[config.mk]
export PLATFORM = sky130hd
export DESIGN_NAME = two_wire_slave_receiver
export DESIGN_NICKNAME = d
export VERILOG_FILES = /design/src/common/two_wire_slave_pkg.sv /design/src/hdl/two_wire_slave_receiver.sv
export VERILOG_INCLUDE_DIRS = /design/src /design/src/common
export SDC_FILE = /design/constraint.sdc
export NUM_CORES = 1
export LEC_CHECK = 0
export BUFFER_PORTS_ARGS = -buffer_cell sky130_fd_sc_hd__buf_2
export CORE_MARGIN = 2
export CORE_UTILIZATION = 40
export DETAILED_ROUTE_END_ITERATION = 10
export PLACE_DENSITY = 0.73
export SLEW_MARGIN = 40
export SYNTH_ARGS = -nofsm -noshare
export SYNTH_HDL_FRONTEND = slang
export SYNTH_SLANG_ARGS = --single-unit
[constraint.sdc]
create_clock -name ref_clk -period 2.1 [get_ports ref_clk]
set_clock_uncertainty 0.1 [all_clocks]
set_input_delay 0.105 -clock ref_clk [delete_from_list [all_inputs] [get_ports ref_clk]]
set_output_delay 0.105 -clock ref_clk [all_outputs]
set_load 0.1 [all_outputs]
[src/common/two_wire_slave_map.svh]
// Register offsets, field positions, reset values and status codes
`ifndef TWO_WIRE_SLAVE_MAP_SVH
`define TWO_WIRE_SLAVE_MAP_SVH

// Byte offsets on the register bus
`define TWS_OFF_CONTROL   8'h00
`define TWS_OFF_STATUS    8'h04
`define TWS_OFF_DATA      8'h08
`define TWS_OFF_OWN_ADDR  8'h0C
`define TWS_OFF_MODE      8'h10

// Control register fields
`define TWS_CTL_INT       7
`define TWS_CTL_ACK       6
`define TWS_CTL_STA       5
`define TWS_CTL_STO       4
`define TWS_CTL_WC        3
`define TWS_CTL_EN        2
`define TWS_CTL_IE        0

// Mode register fields (read only)
`define TWS_MODE_TX       0
`define TWS_MODE_WAKE     1
`define TWS_MODE_SLEEP    2
`define TWS_MODE_ADDRD    3

// Own address register fields
`define TWS_OA_GCE        0

// Reset values
`define TWS_CONTROL_RST   8'h00
`define TWS_OWN_ADDR_RST  8'h00
`define TWS_DATA_RST      8'h00

// Status codes, prescaler bits zero
`define TWS_ST_OWN_W      8'h60
`define TWS_ST_ARB_OWN_W  8'h68
`define TWS_ST_GC         8'h70
`define TWS_ST_ARB_GC     8'h78
`define TWS_ST_OWN_DATA   8'h80
`define TWS_ST_OWN_NACK   8'h88
`define TWS_ST_GC_DATA    8'h90
`define TWS_ST_GC_NACK    8'h98
`define TWS_ST_NO_INFO    8'hF8
`define TWS_ST_CODE_MASK  8'hF8

// Bits in a byte on the wire
`define TWS_BITS_PER_BYTE 4'h8

`endif

[src/common/two_wire_slave_pkg.sv]
// Types shared by the two-wire slave receiver
package two_wire_slave_pkg;

  typedef enum logic [2:0] {
    ST_IDLE     = 3'b000,
    ST_ADDR     = 3'b001,
    ST_ADDR_ACK = 3'b010,
    ST_DATA     = 3'b011,
    ST_DATA_ACK = 3'b100,
    ST_HOLD     = 3'b101,
    ST_SKIP     = 3'b110
  } link_state_t;

  typedef logic [7:0] byte_t;

endpackage

[src/hdl/two_wire_slave_receiver.sv]
// Two-wire slave receiver with a classic Wishbone register port
//
// The Wishbone register port and the register offsets are this design's own decisions.
`timescale 1ns/1ps
`include "two_wire_slave_map.svh"

module two_wire_slave_receiver (
  input  wire logic                      ref_clk,
  input  wire logic                      rst_n,
  input  wire logic                      wb_cyc_i,
  input  wire logic                      wb_stb_i,
  input  wire logic                      wb_we_i,
  input  wire logic [7:0]                wb_adr_i,
  input  wire logic [3:0]                wb_sel_i,
  input  wire logic [31:0]               wb_dat_i,
  output logic      [31:0]               wb_dat_o,
  output logic                           wb_ack_o,
  input  wire logic                      scl_in,
  output logic                           scl_out,
  output logic                           scl_oe_n,
  input  wire logic                      sda_in,
  output logic                           sda_out,
  output logic                           sda_oe_n,
  input  wire logic                      arb_lost,
  input  wire logic                      sleep_active,
  input  wire logic                      sleep_idle_mode,
  output logic                           wake_req,
  output logic                           irq_level
);
  import two_wire_slave_pkg::*;

  // Reset release
  logic        rst_meta_ff;
  logic        rst_sync_n_ff;

  always_ff @(posedge ref_clk or negedge rst_n) begin
    if (!rst_n) begin
      rst_meta_ff   <= 1'b0;
      rst_sync_n_ff <= 1'b0;
    end else begin
      rst_meta_ff   <= 1'b1;
      rst_sync_n_ff <= rst_meta_ff;
    end
  end

  // Pin synchronisers: a level counts once stages two and three agree
  logic [2:0]  scl_sync_ff;
  logic [2:0]  sda_sync_ff;
  logic        scl_lvl_ff;
  logic        sda_lvl_ff;
  logic        scl_stable;
  logic        sda_stable;
  logic        scl_rise;
  logic        scl_fall;
  logic        start_evt;
  logic        stop_evt;
  always_ff @(posedge ref_clk or negedge rst_sync_n_ff) begin
    if (!rst_sync_n_ff) begin
      scl_sync_ff <= 3'h7;
      sda_sync_ff <= 3'h7;
    end else begin
      scl_sync_ff <= {scl_sync_ff[1:0], scl_in};
      sda_sync_ff <= {sda_sync_ff[1:0], sda_in};
    end
  end

  assign scl_stable = (scl_sync_ff[1] == scl_sync_ff[2]);
  assign sda_stable = (sda_sync_ff[1] == sda_sync_ff[2]);
  always_ff @(posedge ref_clk or negedge rst_sync_n_ff) begin
    if (!rst_sync_n_ff) begin
      scl_lvl_ff <= 1'b1;
      sda_lvl_ff <= 1'b1;
    end else begin
      if (scl_stable) begin
        scl_lvl_ff <= scl_sync_ff[2];
      end
      if (sda_stable) begin
        sda_lvl_ff <= sda_sync_ff[2];
      end
    end
  end

  assign scl_rise  = scl_stable && scl_sync_ff[2] && !scl_lvl_ff;
  assign scl_fall  = scl_stable && !scl_sync_ff[2] && scl_lvl_ff;
  // SDA moving while SCL stays high marks a frame boundary
  assign start_evt = sda_stable && scl_lvl_ff && !sda_sync_ff[2]
                     && sda_lvl_ff;
  assign stop_evt  = sda_stable && scl_lvl_ff && sda_sync_ff[2]
                     && !sda_lvl_ff;
  // Registers
  logic        int_flag_ff;
  logic        ack_en_ff;
  logic        sta_ff;
  logic        sto_ff;
  logic        wcol_ff;
  logic        if_en_ff;
  logic        int_en_ff;
  byte_t       status_ff;
  byte_t       data_ff;
  byte_t       own_addr_ff;
  logic        arb_seen_ff;
  logic        wake_ff;
  logic        tx_mode_ff;
  // Link side
  link_state_t state_ff;
  byte_t       shift_ff;
  logic [3:0]  bit_cnt_ff;
  logic        gc_ff;
  logic        acked_ff;
  logic        sda_drv_ff;
  logic        scl_drv_ff;
  logic        evt_ff;
  byte_t       evt_status_ff;
  logic        evt_data_ff;
  logic        evt_addr_ff;
  logic        bus_wr;
  logic        bus_rd;
  logic        clk_off;
  logic        own_hit;
  logic        gc_hit;
  logic        flag_clear;
  assign bus_wr  = wb_cyc_i && wb_stb_i && wb_we_i && !wb_ack_o
                   && wb_sel_i[0];
  assign bus_rd  = wb_cyc_i && wb_stb_i && !wb_we_i && !wb_ack_o;
  assign clk_off = sleep_active && !sleep_idle_mode;
  assign own_hit = (shift_ff[7:1] == own_addr_ff[7:1]);
  assign gc_hit  = (shift_ff[7:1] == 7'h00)
                   && own_addr_ff[`TWS_OA_GCE];
  assign flag_clear = bus_wr && (wb_adr_i == `TWS_OFF_CONTROL)
                      && wb_dat_i[`TWS_CTL_INT];
  // Bus slave: every access, mapped or not, is answered a cycle later
  always_ff @(posedge ref_clk or negedge rst_sync_n_ff) begin
    if (!rst_sync_n_ff) begin
      wb_ack_o <= 1'b0;
    end else begin
      wb_ack_o <= wb_cyc_i && wb_stb_i && !wb_ack_o;
    end
  end
  always_ff @(posedge ref_clk or negedge rst_sync_n_ff) begin
    if (!rst_sync_n_ff) begin
      wb_dat_o <= 32'h0000_0000;
    end else if (bus_rd) begin
      case (wb_adr_i)
        `TWS_OFF_CONTROL: wb_dat_o <= {24'h00_0000, int_flag_ff, ack_en_ff,
            sta_ff, sto_ff, wcol_ff, if_en_ff, 1'b0, int_en_ff};
        `TWS_OFF_STATUS: wb_dat_o <= {24'h00_0000,
            status_ff & `TWS_ST_CODE_MASK};
        `TWS_OFF_DATA: wb_dat_o <= {24'h00_0000, data_ff};
        `TWS_OFF_OWN_ADDR: wb_dat_o <= {24'h00_0000, own_addr_ff};
        `TWS_OFF_MODE: wb_dat_o <= {28'h000_0000, (state_ff != ST_IDLE),
            clk_off, wake_ff, tx_mode_ff};
        default: wb_dat_o <= 32'h0000_0000;
      endcase
    end
  end
  // Control bits written by software
  always_ff @(posedge ref_clk or negedge rst_sync_n_ff) begin
    if (!rst_sync_n_ff) begin
      ack_en_ff <= 1'b0;
      sta_ff    <= 1'b0;
      sto_ff    <= 1'b0;
      if_en_ff  <= 1'b0;
      int_en_ff <= 1'b0;
    end else if (bus_wr && (wb_adr_i == `TWS_OFF_CONTROL)) begin
      ack_en_ff <= wb_dat_i[`TWS_CTL_ACK];
      sta_ff    <= wb_dat_i[`TWS_CTL_STA];
      sto_ff    <= wb_dat_i[`TWS_CTL_STO];
      if_en_ff  <= wb_dat_i[`TWS_CTL_EN];
      int_en_ff <= wb_dat_i[`TWS_CTL_IE];
    end
  end
  // flag: hardware set wins over a same-cycle clear by writing one
  always_ff @(posedge ref_clk or negedge rst_sync_n_ff) begin
    if (!rst_sync_n_ff) begin
      int_flag_ff <= 1'b0;
    end else if (evt_ff) begin
      int_flag_ff <= 1'b1;
    end else if (flag_clear) begin
      int_flag_ff <= 1'b0;
    end
  end
  always_ff @(posedge ref_clk or negedge rst_sync_n_ff) begin
    if (!rst_sync_n_ff) begin
      status_ff <= `TWS_ST_NO_INFO;
    end else if (evt_ff) begin
      status_ff <= evt_status_ff;
    end else if (flag_clear) begin
      status_ff <= `TWS_ST_NO_INFO;
    end
  end
  // Data register; a write while the flag is low is a collision
  always_ff @(posedge ref_clk or negedge rst_sync_n_ff) begin
    if (!rst_sync_n_ff) begin
      data_ff <= `TWS_DATA_RST;
      wcol_ff <= 1'b0;
    end else begin
      if (evt_data_ff) begin
        data_ff <= shift_ff;
      end else if (bus_wr && (wb_adr_i == `TWS_OFF_DATA) && int_flag_ff) begin
        data_ff <= wb_dat_i[7:0];
      end
      if (bus_wr && (wb_adr_i == `TWS_OFF_DATA)) begin
        wcol_ff <= !int_flag_ff;
      end
    end
  end

  always_ff @(posedge ref_clk or negedge rst_sync_n_ff) begin
    if (!rst_sync_n_ff) begin
      own_addr_ff <= `TWS_OWN_ADDR_RST;
    end else if (bus_wr && (wb_adr_i == `TWS_OFF_OWN_ADDR)) begin
      own_addr_ff <= wb_dat_i[7:0];
    end
  end
  // lost arbitration remembered until the next address is taken
  always_ff @(posedge ref_clk or negedge rst_sync_n_ff) begin
    if (!rst_sync_n_ff) begin
      arb_seen_ff <= 1'b0;
    end else if (arb_lost) begin
      arb_seen_ff <= 1'b1;
    end else if (evt_addr_ff) begin
      arb_seen_ff <= 1'b0;
    end
  end
  // wake request stands until software clears the flag
  always_ff @(posedge ref_clk or negedge rst_sync_n_ff) begin
    if (!rst_sync_n_ff) begin
      wake_ff <= 1'b0;
    end else if (evt_addr_ff && clk_off) begin
      wake_ff <= 1'b1;
    end else if (flag_clear) begin
      wake_ff <= 1'b0;
    end
  end
  // transmit direction only recorded; that mode lives elsewhere
  always_ff @(posedge ref_clk or negedge rst_sync_n_ff) begin
    if (!rst_sync_n_ff) begin
      tx_mode_ff <= 1'b0;
    end else if (!if_en_ff || start_evt || stop_evt) begin
      tx_mode_ff <= 1'b0;
    end else if (state_ff == ST_ADDR && scl_fall
                 && bit_cnt_ff == `TWS_BITS_PER_BYTE && shift_ff[0]
                 && own_hit && ack_en_ff) begin
      tx_mode_ff <= 1'b1;
    end
  end
  // Link state machine
  always_ff @(posedge ref_clk or negedge rst_sync_n_ff) begin
    if (!rst_sync_n_ff) begin
      state_ff      <= ST_IDLE;
      shift_ff      <= 8'h00;
      bit_cnt_ff    <= 4'h0;
      gc_ff         <= 1'b0;
      acked_ff      <= 1'b0;
      sda_drv_ff    <= 1'b0;
      scl_drv_ff    <= 1'b0;
      evt_ff        <= 1'b0;
      evt_status_ff <= `TWS_ST_NO_INFO;
      evt_data_ff   <= 1'b0;
      evt_addr_ff   <= 1'b0;
    end else begin
      evt_ff      <= 1'b0;
      evt_data_ff <= 1'b0;
      evt_addr_ff <= 1'b0;
      // disabled interface stays off the bus
      if (!if_en_ff) begin
        state_ff   <= ST_IDLE;
        sda_drv_ff <= 1'b0;
        scl_drv_ff <= 1'b0;
      // every start is watched while enabled, even while not acknowledging
      end else if (start_evt) begin
        state_ff   <= ST_ADDR;
        bit_cnt_ff <= 4'h0;
        sda_drv_ff <= 1'b0;
        scl_drv_ff <= 1'b0;
      end else if (stop_evt) begin
        state_ff   <= ST_IDLE;
        sda_drv_ff <= 1'b0;
        scl_drv_ff <= 1'b0;
      end else begin
        case (state_ff)
          ST_ADDR, ST_DATA: begin
            if (scl_rise && bit_cnt_ff != `TWS_BITS_PER_BYTE) begin
              shift_ff   <= {shift_ff[6:0], sda_lvl_ff};
              bit_cnt_ff <= bit_cnt_ff + 4'h1;
            end else if (scl_fall
                         && bit_cnt_ff == `TWS_BITS_PER_BYTE) begin
              if (state_ff == ST_ADDR) begin
                // ack only a write to us while enabled
                if (ack_en_ff && !shift_ff[0] && (own_hit || gc_hit)) begin
                  gc_ff      <= gc_hit && !own_hit;
                  sda_drv_ff <= 1'b1;
                  state_ff   <= ST_ADDR_ACK;
                end else begin
                  state_ff <= ST_SKIP;
                end
              end else begin
                acked_ff   <= ack_en_ff;
                sda_drv_ff <= ack_en_ff;
                state_ff   <= ST_DATA_ACK;
              end
            end
          end
          ST_ADDR_ACK: begin
            if (scl_fall) begin
              sda_drv_ff  <= 1'b0;
              // stretch until the flag is cleared
              scl_drv_ff  <= 1'b1;
              acked_ff    <= 1'b1;
              state_ff    <= ST_HOLD;
              // flag and status after own or general call address
              evt_ff      <= 1'b1;
              evt_addr_ff <= 1'b1;
              evt_status_ff <= gc_ff
                  ? (arb_seen_ff ? `TWS_ST_ARB_GC : `TWS_ST_GC)
                  : (arb_seen_ff ? `TWS_ST_ARB_OWN_W : `TWS_ST_OWN_W);
            end
          end
          ST_DATA_ACK: begin
            if (scl_fall) begin
              sda_drv_ff  <= 1'b0;
              scl_drv_ff  <= 1'b1;
              state_ff    <= ST_HOLD;
              evt_ff      <= 1'b1;
              // the byte is kept only with the clock running
              evt_data_ff <= !clk_off;
              evt_status_ff <= gc_ff
                  ? (acked_ff ? `TWS_ST_GC_DATA : `TWS_ST_GC_NACK)
                  : (acked_ff ? `TWS_ST_OWN_DATA : `TWS_ST_OWN_NACK);
            end
          end
          ST_HOLD: begin
            // release once software has cleared the flag
            if (!evt_ff && !int_flag_ff) begin
              scl_drv_ff <= 1'b0;
              bit_cnt_ff <= 4'h0;
              state_ff   <= acked_ff ? ST_DATA : ST_SKIP;
            end
          end
          ST_IDLE, ST_SKIP: begin
            sda_drv_ff <= 1'b0;
            scl_drv_ff <= 1'b0;
          end
          default: begin
            state_ff <= ST_IDLE;
          end
        endcase
      end
    end
  end
  // Open drain: only ever pull low, enable low while pulling
  assign sda_out   = 1'b0;
  assign scl_out   = 1'b0;
  assign sda_oe_n  = !sda_drv_ff;
  assign scl_oe_n  = !scl_drv_ff;
  assign wake_req  = wake_ff;
  assign irq_level = int_flag_ff && int_en_ff;
endmodule // two_wire_slave_receiver

==> impl_results.md, run 1 <==
- Clk sinks: 75
- Slew Limit Fails: 0
- Drc violations: 0
- NetSw: 0.901 mW
- Die Area: 0.0107 mm^2
- WL per Instance: 14.8 um
- Endpoints failing hold: 0
- Longest Clk Path Bufs: 2
- Hpwl dp: between 6 and 7 mm
- Crit start category: register
- ANT cells: 0
- Global-route wire length before repair: between 10 and 15 mm
- Critical Path Max Stage Delay: 0.41 ns
- Pwr per Cell Area: 686 mW/mm^2
- Seq pwr share: 0.459
- Syn avg cell area: 10.6 um^2
- CTS HTree Levels: 3
- Post-route ant nets: 0
- Num rows: 36
- Worst vdd rail ir drop: around 340 uV
- Core area: 0.00968 mm^2
- Setup CP Type: register to register
- CP max FO: 9
- Synth Cell Area: 0.00396 mm^2
- Layout cell share with drive strength beyond 1: 0.300
- Root buf cell: clkbuf_8
- Chip height: 103 um
- Busiest layer in global routing: met2
- Top cell family by delay on the critical path: simple AND/OR/NAND/NOR gates
- Fmax: 501 MHz
- Met1 global-route usage: 0.234
- Post-synthesis cell type count: 62
- Final Cycle Share: 0.951
- DR pass1 iterations: 5
- Worst Hold Depth: 3
- Port Buffers: 39
- Io pins: 93
- Grt met2 use: 0.278
- Reg clk slew, reported paths: 0.08 ns
- CTS tree: yes
- # setup viols final: 0
- Via count: 3012
- Status: complete, no violations
- Vias in the first global route: 2971
- Met3 Usage GRT: 0.0390
- LEAKAGE: 2.22 nW
- WL final: just under 9 mm
- Power share of the clock group: 0.419
- Worst Hold Class: input port to register
- Async set-reset flop share out of synthesis: 1.00
- Buffers & Inverters on Critical Path: 2
- Initial antenna violation count: 0
- Dpl cells: 554
- Most common cell after layout, fill and taps aside: dfrtp_1
- GRT Resource Usage Total: 0.176
- Gate count after technology mapping: 375
- Nets: 507
- Worst Path Required: 2.24 ns
- Die span in x: 103 um
- Most used flip-flop cell after synthesis: dfrtp_1
- Num CTS Buffers: 9
- Fin cells: about 600
- Slowest cell on crit path: dfrtp_1
- Logic pwr share: 0.122
- Internal: 2.36 mW
- Setup TNS: 0 ns
- FF-to-FF path depth: 7
- Synth Register Bits: 75
- Largest net degree at the start of global routing: 74
- Worst-Skew Late Latency: 0.36 ns
- Crit path time final: 2.00 ns
- Number of synthesized flops with an enable pin: 0
- DR iter-0 viols: 225
- Layout area overhead: 20.1%
- Worst Setup End Kind: register
- CP arrival: about 2.1 ns
- Commonest non-fill, non-tap cells in the layout: 57 x dfrtp_1, 39 x buf_2, 35 x nand2_1, 31 x o21ai_0, 27 x conb_1
- Seq/Total Area, Yosys: 0.479
- Routability Congestion: 0.869
- Slew HR: 0.630
- DR vias/cell: between 5 and 6
- Remaining global-route overflow: 0
- Synth Warn #: 0
- Initial Utilization: 0.409
- Number of max-cap violations: 0
- RSZ-0062 raised after global routing: yes
- Worst slew pin tran: 0.548 ns
- Switching Share: 0.276
- Crit path depth: 7
- Crit-path cells: inv_1, ha_1, nand3b_1, nand3_1, nor3_2, buf_4, mux2_2
-- kinds of logic (layout without fill, tap and decap cells) --
logic type / Yosys count / count (layout) / synth area share
flip-flops: 75 / 75 / 0.479
multiplexers: 43 / 43 / 0.133
adder cells (fa/ha/maj): 5 / 5 / 0.0152
other: 2 / 27 / 0.00190
AND/OR/NAND/NOR: 111 / 111 / 0.151
XOR/XNOR: 8 / 8 / 0.0177
AO/OA/AOI/OAI: 81 / 81 / 0.129
buffers and inverters: 50 / 104 / 0.0727
-- worst paths after layout --
check / slack, ns / end / startpoint
max: 0.10 / shift_ff[0] / bit_cnt_ff[0]
max in group asynchronous: 1.28 / rst_sync_n_ff / rst_n
min reg2reg: 0.19 / if_en_ff / rst_sync_n_ff
max reg2reg: 0.10 / shift_ff[0] / bit_cnt_ff[0]
min in group asynchronous: 0.19 / if_en_ff / rst_sync_n_ff
min: 0.003 / evt_data_ff / sleep_idle_mode
-- cells in the mapped netlist, drive strengths merged (2+ instances only) --
cell type  count  share of area
a21o           3         0.0057
a21oi         14          0.018
a22o           4         0.0089
a31oi          4         0.0063
a32o           2         0.0051
and2           3         0.0054
and3b          2         0.0044
buf           30          0.054
clkbuf         8         0.0076
conb           2         0.0019
dfrtp         59           0.37
dfstp         16           0.11
ha             4          0.013
inv           12          0.011
mux2          25          0.071
mux2i         13          0.033
mux4           5          0.028
nand2         36          0.035
nand2b         5         0.0079
nand3          6          0.011
nand3b         2         0.0038
nand4          5         0.0095
nor2          22          0.021
nor2b         12          0.019
nor3           7          0.013
nor3b          2         0.0038
nor4           2         0.0032
o21ai         31          0.039
o22a           2         0.0044
o22ai          3         0.0047
o311ai         2         0.0044
o31ai          3         0.0057
xnor2          8          0.018
-- layer usage --
| layer | vias up | wire length, um |
|---|---|---|
| met3 | 19 | 473 |
| li1 | 1427 | - |
| met5 | - | 0 |
| met4 | 0 | 136 |
| met1 | 1452 | 3910 |
| met2 | 114 | 4150 |
-- area by class of cell --
| class | count | area [um^2] |
|---|---|---|
| inverter | 12 | 45.0 |
| multi-input combinational | 275 | 1870 |
| timing repair buffer | 76 | 523 |
| tap | 133 | 166 |
| clock inverter | 7 | 123 |
| clock buffer | 9 | 124 |
| fill | 896 | 4930 |
| sequential | 75 | 1900 |
-- worst reg2reg max path, cell delays in order, from the launching register on --
cell      delay (ns)
dfrtp_1         0.41
inv_1           0.06
ha_1            0.21
nand3b_1        0.20
nand3_1         0.19
nor3_2          0.18
buf_4           0.20
mux2_2          0.35
-- metrics by stage --
step	hold slack [ns]	area, um^2	power (mW)	util	setup WS, ns
6_report	0.00333	4750	3.26	0.491	0.103
5_1_grt	0.0668	4750	3.40	0.491	-0.0201
4_1_cts	0.00567	4730	3.29	0.489	0.0967
3_5_place_dp	-0.207	4330	1.90	0.448	0.119
3_3_place_gp	-0.210	4330	1.89	0.448	0.152
2_1_floorplan	-0.291	4050	1.87	-	0.146
-- timing repair --
item	CTS	global route
buffers inserted	0	2
hold buffers	15	0
endpoints found under the hold margin	25	0
endpoints found under the setup margin	0	8
gates resized for setup	0	1
-- sequential cells by signal, summed over array words and instances (netlist names), 3 cells and up --
name and cells:
bit_cnt_ff 4, data_ff 8, evt_status_ff 4, own_addr_ff 8
scl_sync_ff 3, sda_sync_ff 3, shift_ff 8, state_ff 3
status_ff 4, wb_dat_o 8
-- power by group through the flow --
stage / Clock, mW / Sequential [mW] / Combinational (mW)
CTS: 1.40 / 1.50 / 0.399
finish: 1.37 / 1.50 / 0.398
global route: 1.47 / 1.50 / 0.428
detailed placement: 0 / 1.52 / 0.378
floorplan: 0 / 1.55 / 0.315
global placement: 0 / 1.52 / 0.372
No activity file was read; power rests on OpenSTA's default activity.
==> run 2, diff against run 1 <==
Settings changed: PLACE_DENSITY 0.73 to 0.7.
Clock period 2.1 ns to 2.07 ns, I/O delays scaled along.
==> run 2 against run 1 <==
Effect of this change:
- critical path type unchanged
- power fell by 5.0%
- register-to-register slack barely moved
- largest power group unchanged
- sequential share of layout area did not move
- final cell count rose by 0.68%
- cell area did not move
- via count rose by 0.80%
- global-route usage barely moved
==> impl_results.md, run 2 (synthesis gave the netlist of run 1 again) <==
- Status: complete, no violations
- Global-route wire length before repair: 14.4 mm (about the same)
- LEAKAGE: 2.22 nW (+0.13%)
- Cell Area, Placed: 0.00437 mm^2 (+0.87%)
- Die Area: 0.0107 mm^2 (unchanged)
- Via count: 3036 (+0.80%)
- Core area: 0.00968 mm^2 (unchanged)
- Crit path time final: 1.96 ns (-0.0379 ns)
- DR vias/cell: 5.14 (+0.11%)
- GRT Resource Usage Total: 0.175 (about the same)
- Sequential standard cell area: 0.00190 mm^2 (unchanged)
- Io pins: 93 (unchanged)
- Worst Path Required: 2.20 ns (-0.04 ns)
- Critical Path Max Stage Delay: 0.38 ns (-0.03 ns)
- Critical Path Sink: shift_ff[2]
- Hpwl dp: 6.49 mm (+3.4%)
- Worst slew pin tran: 0.505 ns (-0.0425 ns)
- ANT cells: 0 (unchanged)
- Layout cell share with drive strength beyond 1: 0.310 (+0.0105)
- Initial antenna violation count: 0 (unchanged)
- DR iter-0 viols: 184 (-18%)
- Worst-Skew Late Latency: 0.35 ns (about the same)
- Port Buffers: 39 (unchanged)
- Design area: 0.00475 mm^2 (unchanged)
- Fill cells: 901 (+0.56%)
- Worst vdd rail ir drop: 419 uV (+23%)
- Reg clk slew, reported paths: 0.08 ns (about the same)
- Num rows: 36 (unchanged)
- DR pass1 iterations: 4 (-1)
- Chip height: 103 um (unchanged)
- Die span in x: 103 um (unchanged)
- Slowest cell on crit path: dfrtp_1
- Layout area overhead: 20.1% (unchanged)
- Area occupied by multi-input gates: 0.00188 mm^2 (+0.40%)
- Crit start category: register
- Endpoints failing hold: 0 (unchanged)
- Dpl ws: 0.0885 ns (-0.0300 ns)
- Setup CP Type: register to register
- CP arrival: 2.09 ns (-0.05 ns)
- Slew Limit Fails: 0 (unchanged)
- Reg2reg end: shift_ff[2]
- Slew HR: 0.658 (+0.0287)
- Pwr per Cell Area: 652 mW/mm^2 (-5.0%)
- Num CTS Buffers: 9 (unchanged)
- Post-route ant nets: 0 (unchanged)
- Root buf cell: clkbuf_8
- CTS HTree Levels: 3 (unchanged)
- Drc violations: 0 (unchanged)
- Longest Clk Path Bufs: 2 (unchanged)
- RSZ-0062 raised after global routing: no
- Worst Hold Class: input port to register
- Critical R2R Launch: bit_cnt_ff[1]
- CTS tree: yes
- Remaining global-route overflow: 0 (unchanged)
- Worst setup startpoint: bit_cnt_ff[1]
- Setup TNS: 0 ns (unchanged)
- Setup ws final: 0.110 ns (+0.00790 ns)
- Worst Setup End Kind: register
- Reg2reg setup slack: 0.11 ns (about the same)
- Final Cycle Share: 0.947 (-0.00453)
- Largest net degree at the start of global routing: 29 (-61%)
- WL final: 8.95 mm (+3.2%)
- Routability Congestion: 0.867 (-0.29%)
- Nets: 511 (+0.79%)
- Vias in the first global route: 2906 (-2.2%)
- Fmax: 510 MHz (+1.9%)
- Most common cell after layout, fill and taps aside: dfrtp_1
- Clk sinks: 75 (unchanged)
- # setup viols final: 0 (unchanged)
- Initial Utilization: 0.409 (unchanged)
- WL per Instance: 15.1 um (+2.5%)
- FF-to-FF path depth: 7 (unchanged)
- Crit-path cells: inv_1, ha_1, nand3b_1, nand3_2, nor3_2, buf_4, mux2_2
- Number of max-cap violations: 0 (unchanged)
- CP max FO: 9 (unchanged)
- Commonest non-fill, non-tap cells in the layout: 57 x dfrtp_1, 39 x buf_2, 35 x nand2_1, 31 x o21ai_0, 27 x conb_1
==> run 2: cell count changes in the layout (fill, tap and decap cells not counted), sizes merged <==
cell / delta
buf: +4
bufinv: -2
clkbuf: +1
clkinv: +1
==> run 2: critical path: cells and delay by family (launching register included) <==
family / cells / cell delay [ns]
AND/OR/NAND/NOR: 3 / 0.54
multiplexers: 1 / 0.35
adder cells (fa/ha/maj): 1 / 0.20
buffers and inverters: 2 / 0.28
flip-flops: 1 / 0.38
==> run 2: cell type report <==
cell class | count | area share
clock buffer | 10 | 0.0290
clock inverter | 6 | 0.0150
inverter | 12 | 0.00948
multi-input combinational | 275 | 0.395
sequential | 75 | 0.400
tap | 133 | 0.0350
timing repair buffer | 80 | 0.116
==> run 2: how the worst min path moves through the flow <==
| stage | start | endpoint | slack, ns | cells past startpoint |
|---|---|---|---|---|
| final | sleep_idle_mode | evt_data_ff | 0.06 | 3 |
| after floorplan | rst_n | rst_meta_ff | -0.29 | 0 |
| after CTS | sleep_idle_mode | evt_data_ff | 0.06 | 3 |
| after global placement | rst_n | rst_meta_ff | -0.21 | 1 |
| after detailed placement | rst_n | rst_meta_ff | -0.21 | 1 |
| after global routing | wb_adr_i[0] | wb_dat_o[0] | 0.09 | 3 |
==> run 2: power by group <==
group	switching (mW)	internal, mW	leakage, nW	total [mW]
logic	0.315	0.0887	1.16	0.403
clock network	0.569	0.600	0.0995	1.17
registers	0.0262	1.50	0.960	1.52
==> run 2: layer usage <==
metal,share of wire,routed length (um),vias up,GRT usage
li1,-,-,1438,-
met1,0.45,3990,1469,0.240
met2,0.47,4240,110,0.277
met3,0.056,501,19,0.0370
met4,0.024,214,0,0.0617
met5,0,0,-,0
==> run 2: metrics by stage <==
| stage | instances | utilization | power, mW | hold WS [ns] |
|---|---|---|---|---|
| floorplan | 400 | - | 1.89 | -0.292 |
| global placement | 559 | 0.451 | 1.92 | -0.209 |
| detailed placement | 559 | 0.451 | 1.93 | -0.210 |
| CTS | 590 | 0.489 | 3.12 | 0.0563 |
| global route | 591 | 0.491 | 3.24 | 0.0885 |
| finish | 591 | 0.491 | 3.10 | 0.0554 |
==> run 2: what timing repair did <==
| action | in CTS | in global routing |
|---|---|---|
| buffers inserted | 0 | 1 |
| hold buffers | 15 | 0 |
| gates resized for setup | 0 | 3 |
| endpoints found under the setup margin | 0 | 11 |
| endpoints found under the hold margin | 24 | 0 |
==> run 3, diff against run 2 <==
Settings changed: ABC_AREA from default to 1, CORE_ASPECT_RATIO from default to 1.25.
==> run 3 against run 2 <==
Effect of this change:
- sequential share of layout area increased by 0.84 points
- flip-flop and latch count unchanged
- power increased by 12%
- global-route usage increased by 0.14 points
- critical path type unchanged
- highest routed layer unchanged
==> impl_results.md, run 3 <==
- Core area: 0.00956 mm^2 (-1.3%)
- Die Area: 0.0106 mm^2 (-1.2%)
- Synth Warn #: 0 (unchanged)
- Top Metal Used: met4
- Most common cell after layout, fill and taps aside: nand2_1
- LEAKAGE: 2.40 nW (+8.0%)
- Seq/Total Area, Yosys: 0.486 (+0.00630)
- Compound-Gate Fraction of Synth Area: 0.127 (-0.00215)
- Drc violations: 0 (unchanged)
- Fill cells: 921 (+2.2%)
- DR pass1 iterations: 4 (unchanged)
- Gate count after technology mapping: 485 (+29%)
- Reg2reg setup slack: 0.24 ns (+0.12 ns)
- Post-synthesis adder-cell area fraction: 0.0128 (-0.00236)
- Crit-path cells: inv_1, nand4_1, and2_1, nand2_1, buf_4, inv_1, nand4_1, nor2_1, a21oi_1
- Main area contributors after synthesis: dfrtp_1 38%, nand2_1 11%, dfstp_2 11%
- RSZ-0062 raised after global routing: no
- Layout cell share with drive strength beyond 1: 0.177 (-0.133)
- WL per Instance: 12.7 um (-16%)
- Setup CP Type: register to register
- Longest Clk Path Bufs: 2 (unchanged)
- CP max FO: 6 (-3)
- CTS tree: yes
- Largest family of logic cells by synthesized area: simple AND/OR/NAND/NOR gates
- # setup viols final: 0 (unchanged)
- CP arrival: 1.95 ns (-0.14 ns)
- Syn avg cell area: 8.05 um^2 (-24%)
- Layout area overhead: 19.1%
- Sequential standard cell area: 0.00190 mm^2 (about the same)
- Crit path time final: 1.83 ns (-0.125 ns)
- Die span in x: 92.4 um (-11%)
- Root buf cell: clkbuf_16
- DR vias/cell: 4.78 (-6.9%)
- Via count: 3258 (+7.3%)
- Pwr per Cell Area: 745 mW/mm^2 (+14%)
- Number of max-cap violations: 0 (unchanged)
- WL met3: 496 um (-1.0%)
- Clk sinks: 75 (unchanged)
- Simple-gate share of the synthesized area: 0.246 (+0.0952)
- Reg clk slew, reported paths: 0.06 ns (-0.02 ns)
- Met2 WL: 4.17 mm (-1.6%)
- Io pins: 93 (unchanged)
- Remaining global-route overflow: 0 (unchanged)
- ANT cells: 0 (unchanged)
- Routability Congestion: 0.879 (+1.4%)
- Setup TNS: 0 ns (unchanged)
- Fmax: 545 MHz (+6.8%)
- Slowest cell on crit path: dfstp_2
- XOR/XNOR share of the synthesized area: 0.00224 (-0.0155)
- Fin cells: 681 (+15%)
- Nets: 608 (+19%)
- WL met1: 3.79 mm (-5.2%)
- Initial Utilization: 0.409 (about the same)
- Worst setup startpoint: sda_lvl_ff
- Crit start category: register
- Chip height: 114 um (+11%)
- Hold WS: 0.0121 ns (-0.0433 ns)
- Area occupied by multi-input gates: 0.00162 mm^2 (-14%)
- Slew Limit Fails: 0 (unchanged)
- Final Cycle Share: 0.886 (-0.0602)
- Hpwl dp: 6.35 mm (-2.2%)
- Status: complete, no violations
- Num rows: 40 (+11%)
- Num CTS Buffers: 9 (unchanged)
- Synth Cell Area: 0.00390 mm^2 (-1.3%)
- Largest net degree at the start of global routing: 74 (+160%)
- DR iter-0 viols: 153 (-17%)
- Post-synth top area cell: dfrtp_1
- Post-synthesis cell type count: 38 (-39%)
- Share of the synthesized area in the top cell type: 0.378 (+0.00490)
- Critical Path Max Stage Delay: 0.53 ns (+0.15 ns)
- Hold Startpoint: sleep_active
- Worst Setup End Kind: register
- Number of synthesized flops with an enable pin: 0 (unchanged)
- CTS HTree Levels: 3 (unchanged)
- Commonest non-fill, non-tap cells in the layout: 119 x nand2_1, 63 x inv_1, 58 x dfrtp_1, 43 x nor2_1, 43 x o21ai_0
- Initial antenna violation count: 0 (unchanged)
- Slew HR: 0.650 (-0.00855)
- Total power: 3.47 mW (+12%)
- GRT Resource Usage Total: 0.177 (+0.00139)
- Worst Path Required: 2.19 ns (about the same)
- Async set-reset flop share out of synthesis: 1.00 (unchanged)
- Global-route wire length before repair: 14.5 mm (about the same)
- Commonest cells in the netlist: 119 x nand2_1, 64 x inv_1, 59 x dfrtp_1, 43 x nor2_1, 43 x o21ai_0
- Most used flip-flop cell after synthesis: dfrtp_1
- Mux cell area share after synthesis: 0 (-0.133)
- Post-route ant nets: 0 (unchanged)
- Most frequent cell after synthesis: nand2_1
- WL final: 8.67 mm (-3.1%)
- Worst-Skew Late Latency: 0.34 ns (about the same)
- Worst Hold Class: input port to register
- Critical R2R Launch: sda_lvl_ff
- Worst vdd rail ir drop: 425 uV (+1.3%)
- Vias in the first global route: 3036 (+4.5%)
- Worst slew pin tran: 0.521 ns (+0.0159 ns)
- Port Buffers: 39 (unchanged)
- Synth Register Bits: 75 (unchanged)
- Dpl cells: 649 (+16%)
- Endpoints failing hold: 0 (unchanged)
==> run 3: report_power, final <==
part	leakage (nW)	total [mW]	switching [mW]	internal, mW
Sequential	0.871	1.53	0.0200	1.51
Combinational	1.38	0.389	0.318	0.0715
Clock	0.149	1.55	0.589	0.961
==> run 3: final cells by class <==
type	count	area share
Tap cell	126	0.0339
Timing Repair Buffer	63	0.0920
Sequential cell	75	0.408
Inverter	65	0.0530
Multi-Input combinational cell	336	0.349
Clock inverter	5	0.0116
Clock buffer	11	0.0522
==> run 3: timing repair <==
| item | in CTS | in global routing |
|---|---|---|
| buffers inserted | 0 | 0 |
| setup endpoints to repair | 0 | 1 |
| endpoints found under the hold margin | 21 | 0 |
| gates resized for setup | 0 | 2 |
| hold buffers | 16 | 0 |
==> run 3: per-layer routing <==
metal | GRT usage | vias to the layer above
li1 | - | 1642
met1 | 0.215 | 1508
met2 | 0.294 | 93
met3 | 0.0540 | 15
met4 | 0.0697 | 0
met5 | 0 | -
==> run 3: path summary, 6_finish.rpt <==
kind,to,depth (start not counted)
worst max register to register,acked_ff,9
max in group asynchronous,rst_sync_n_ff,3
worst min-delay path,evt_data_ff,4
worst min register to register,bit_cnt_ff[2],1
min in group asynchronous,bit_cnt_ff[2],1
worst max-delay path,acked_ff,9
==> run 3: cell families (layout without fill, tap and decap cells) <==
kind of cell             Yosys count  after routing
AND/OR/NAND/NOR                  219            219
buffers and inverters             99            144
AO/OA/AOI/OAI                     85             85
flip-flops                        75             75
adder cells (fa/ha/maj)            4              4
other                              2             27
XOR/XNOR                           1              1
==> run 3: worst max-delay path: cells and delay by family, from the launching register on <==
family | cells | cell delay, ns
simple gates | 5 | 0.69
buf+inv | 3 | 0.36
compound gates | 1 | 0.05
flops | 1 | 0.53
==> run 3: metrics by stage <==
step	utilization	cell area, um^2	worst slack (ns)
after floorplan	-	4000	0.0493
after global placement	0.438	4190	0.249
after detailed placement	0.438	4190	0.191
after CTS	0.486	4650	0.178
after global routing	0.487	4650	0.0362
final	0.487	4650	0.235
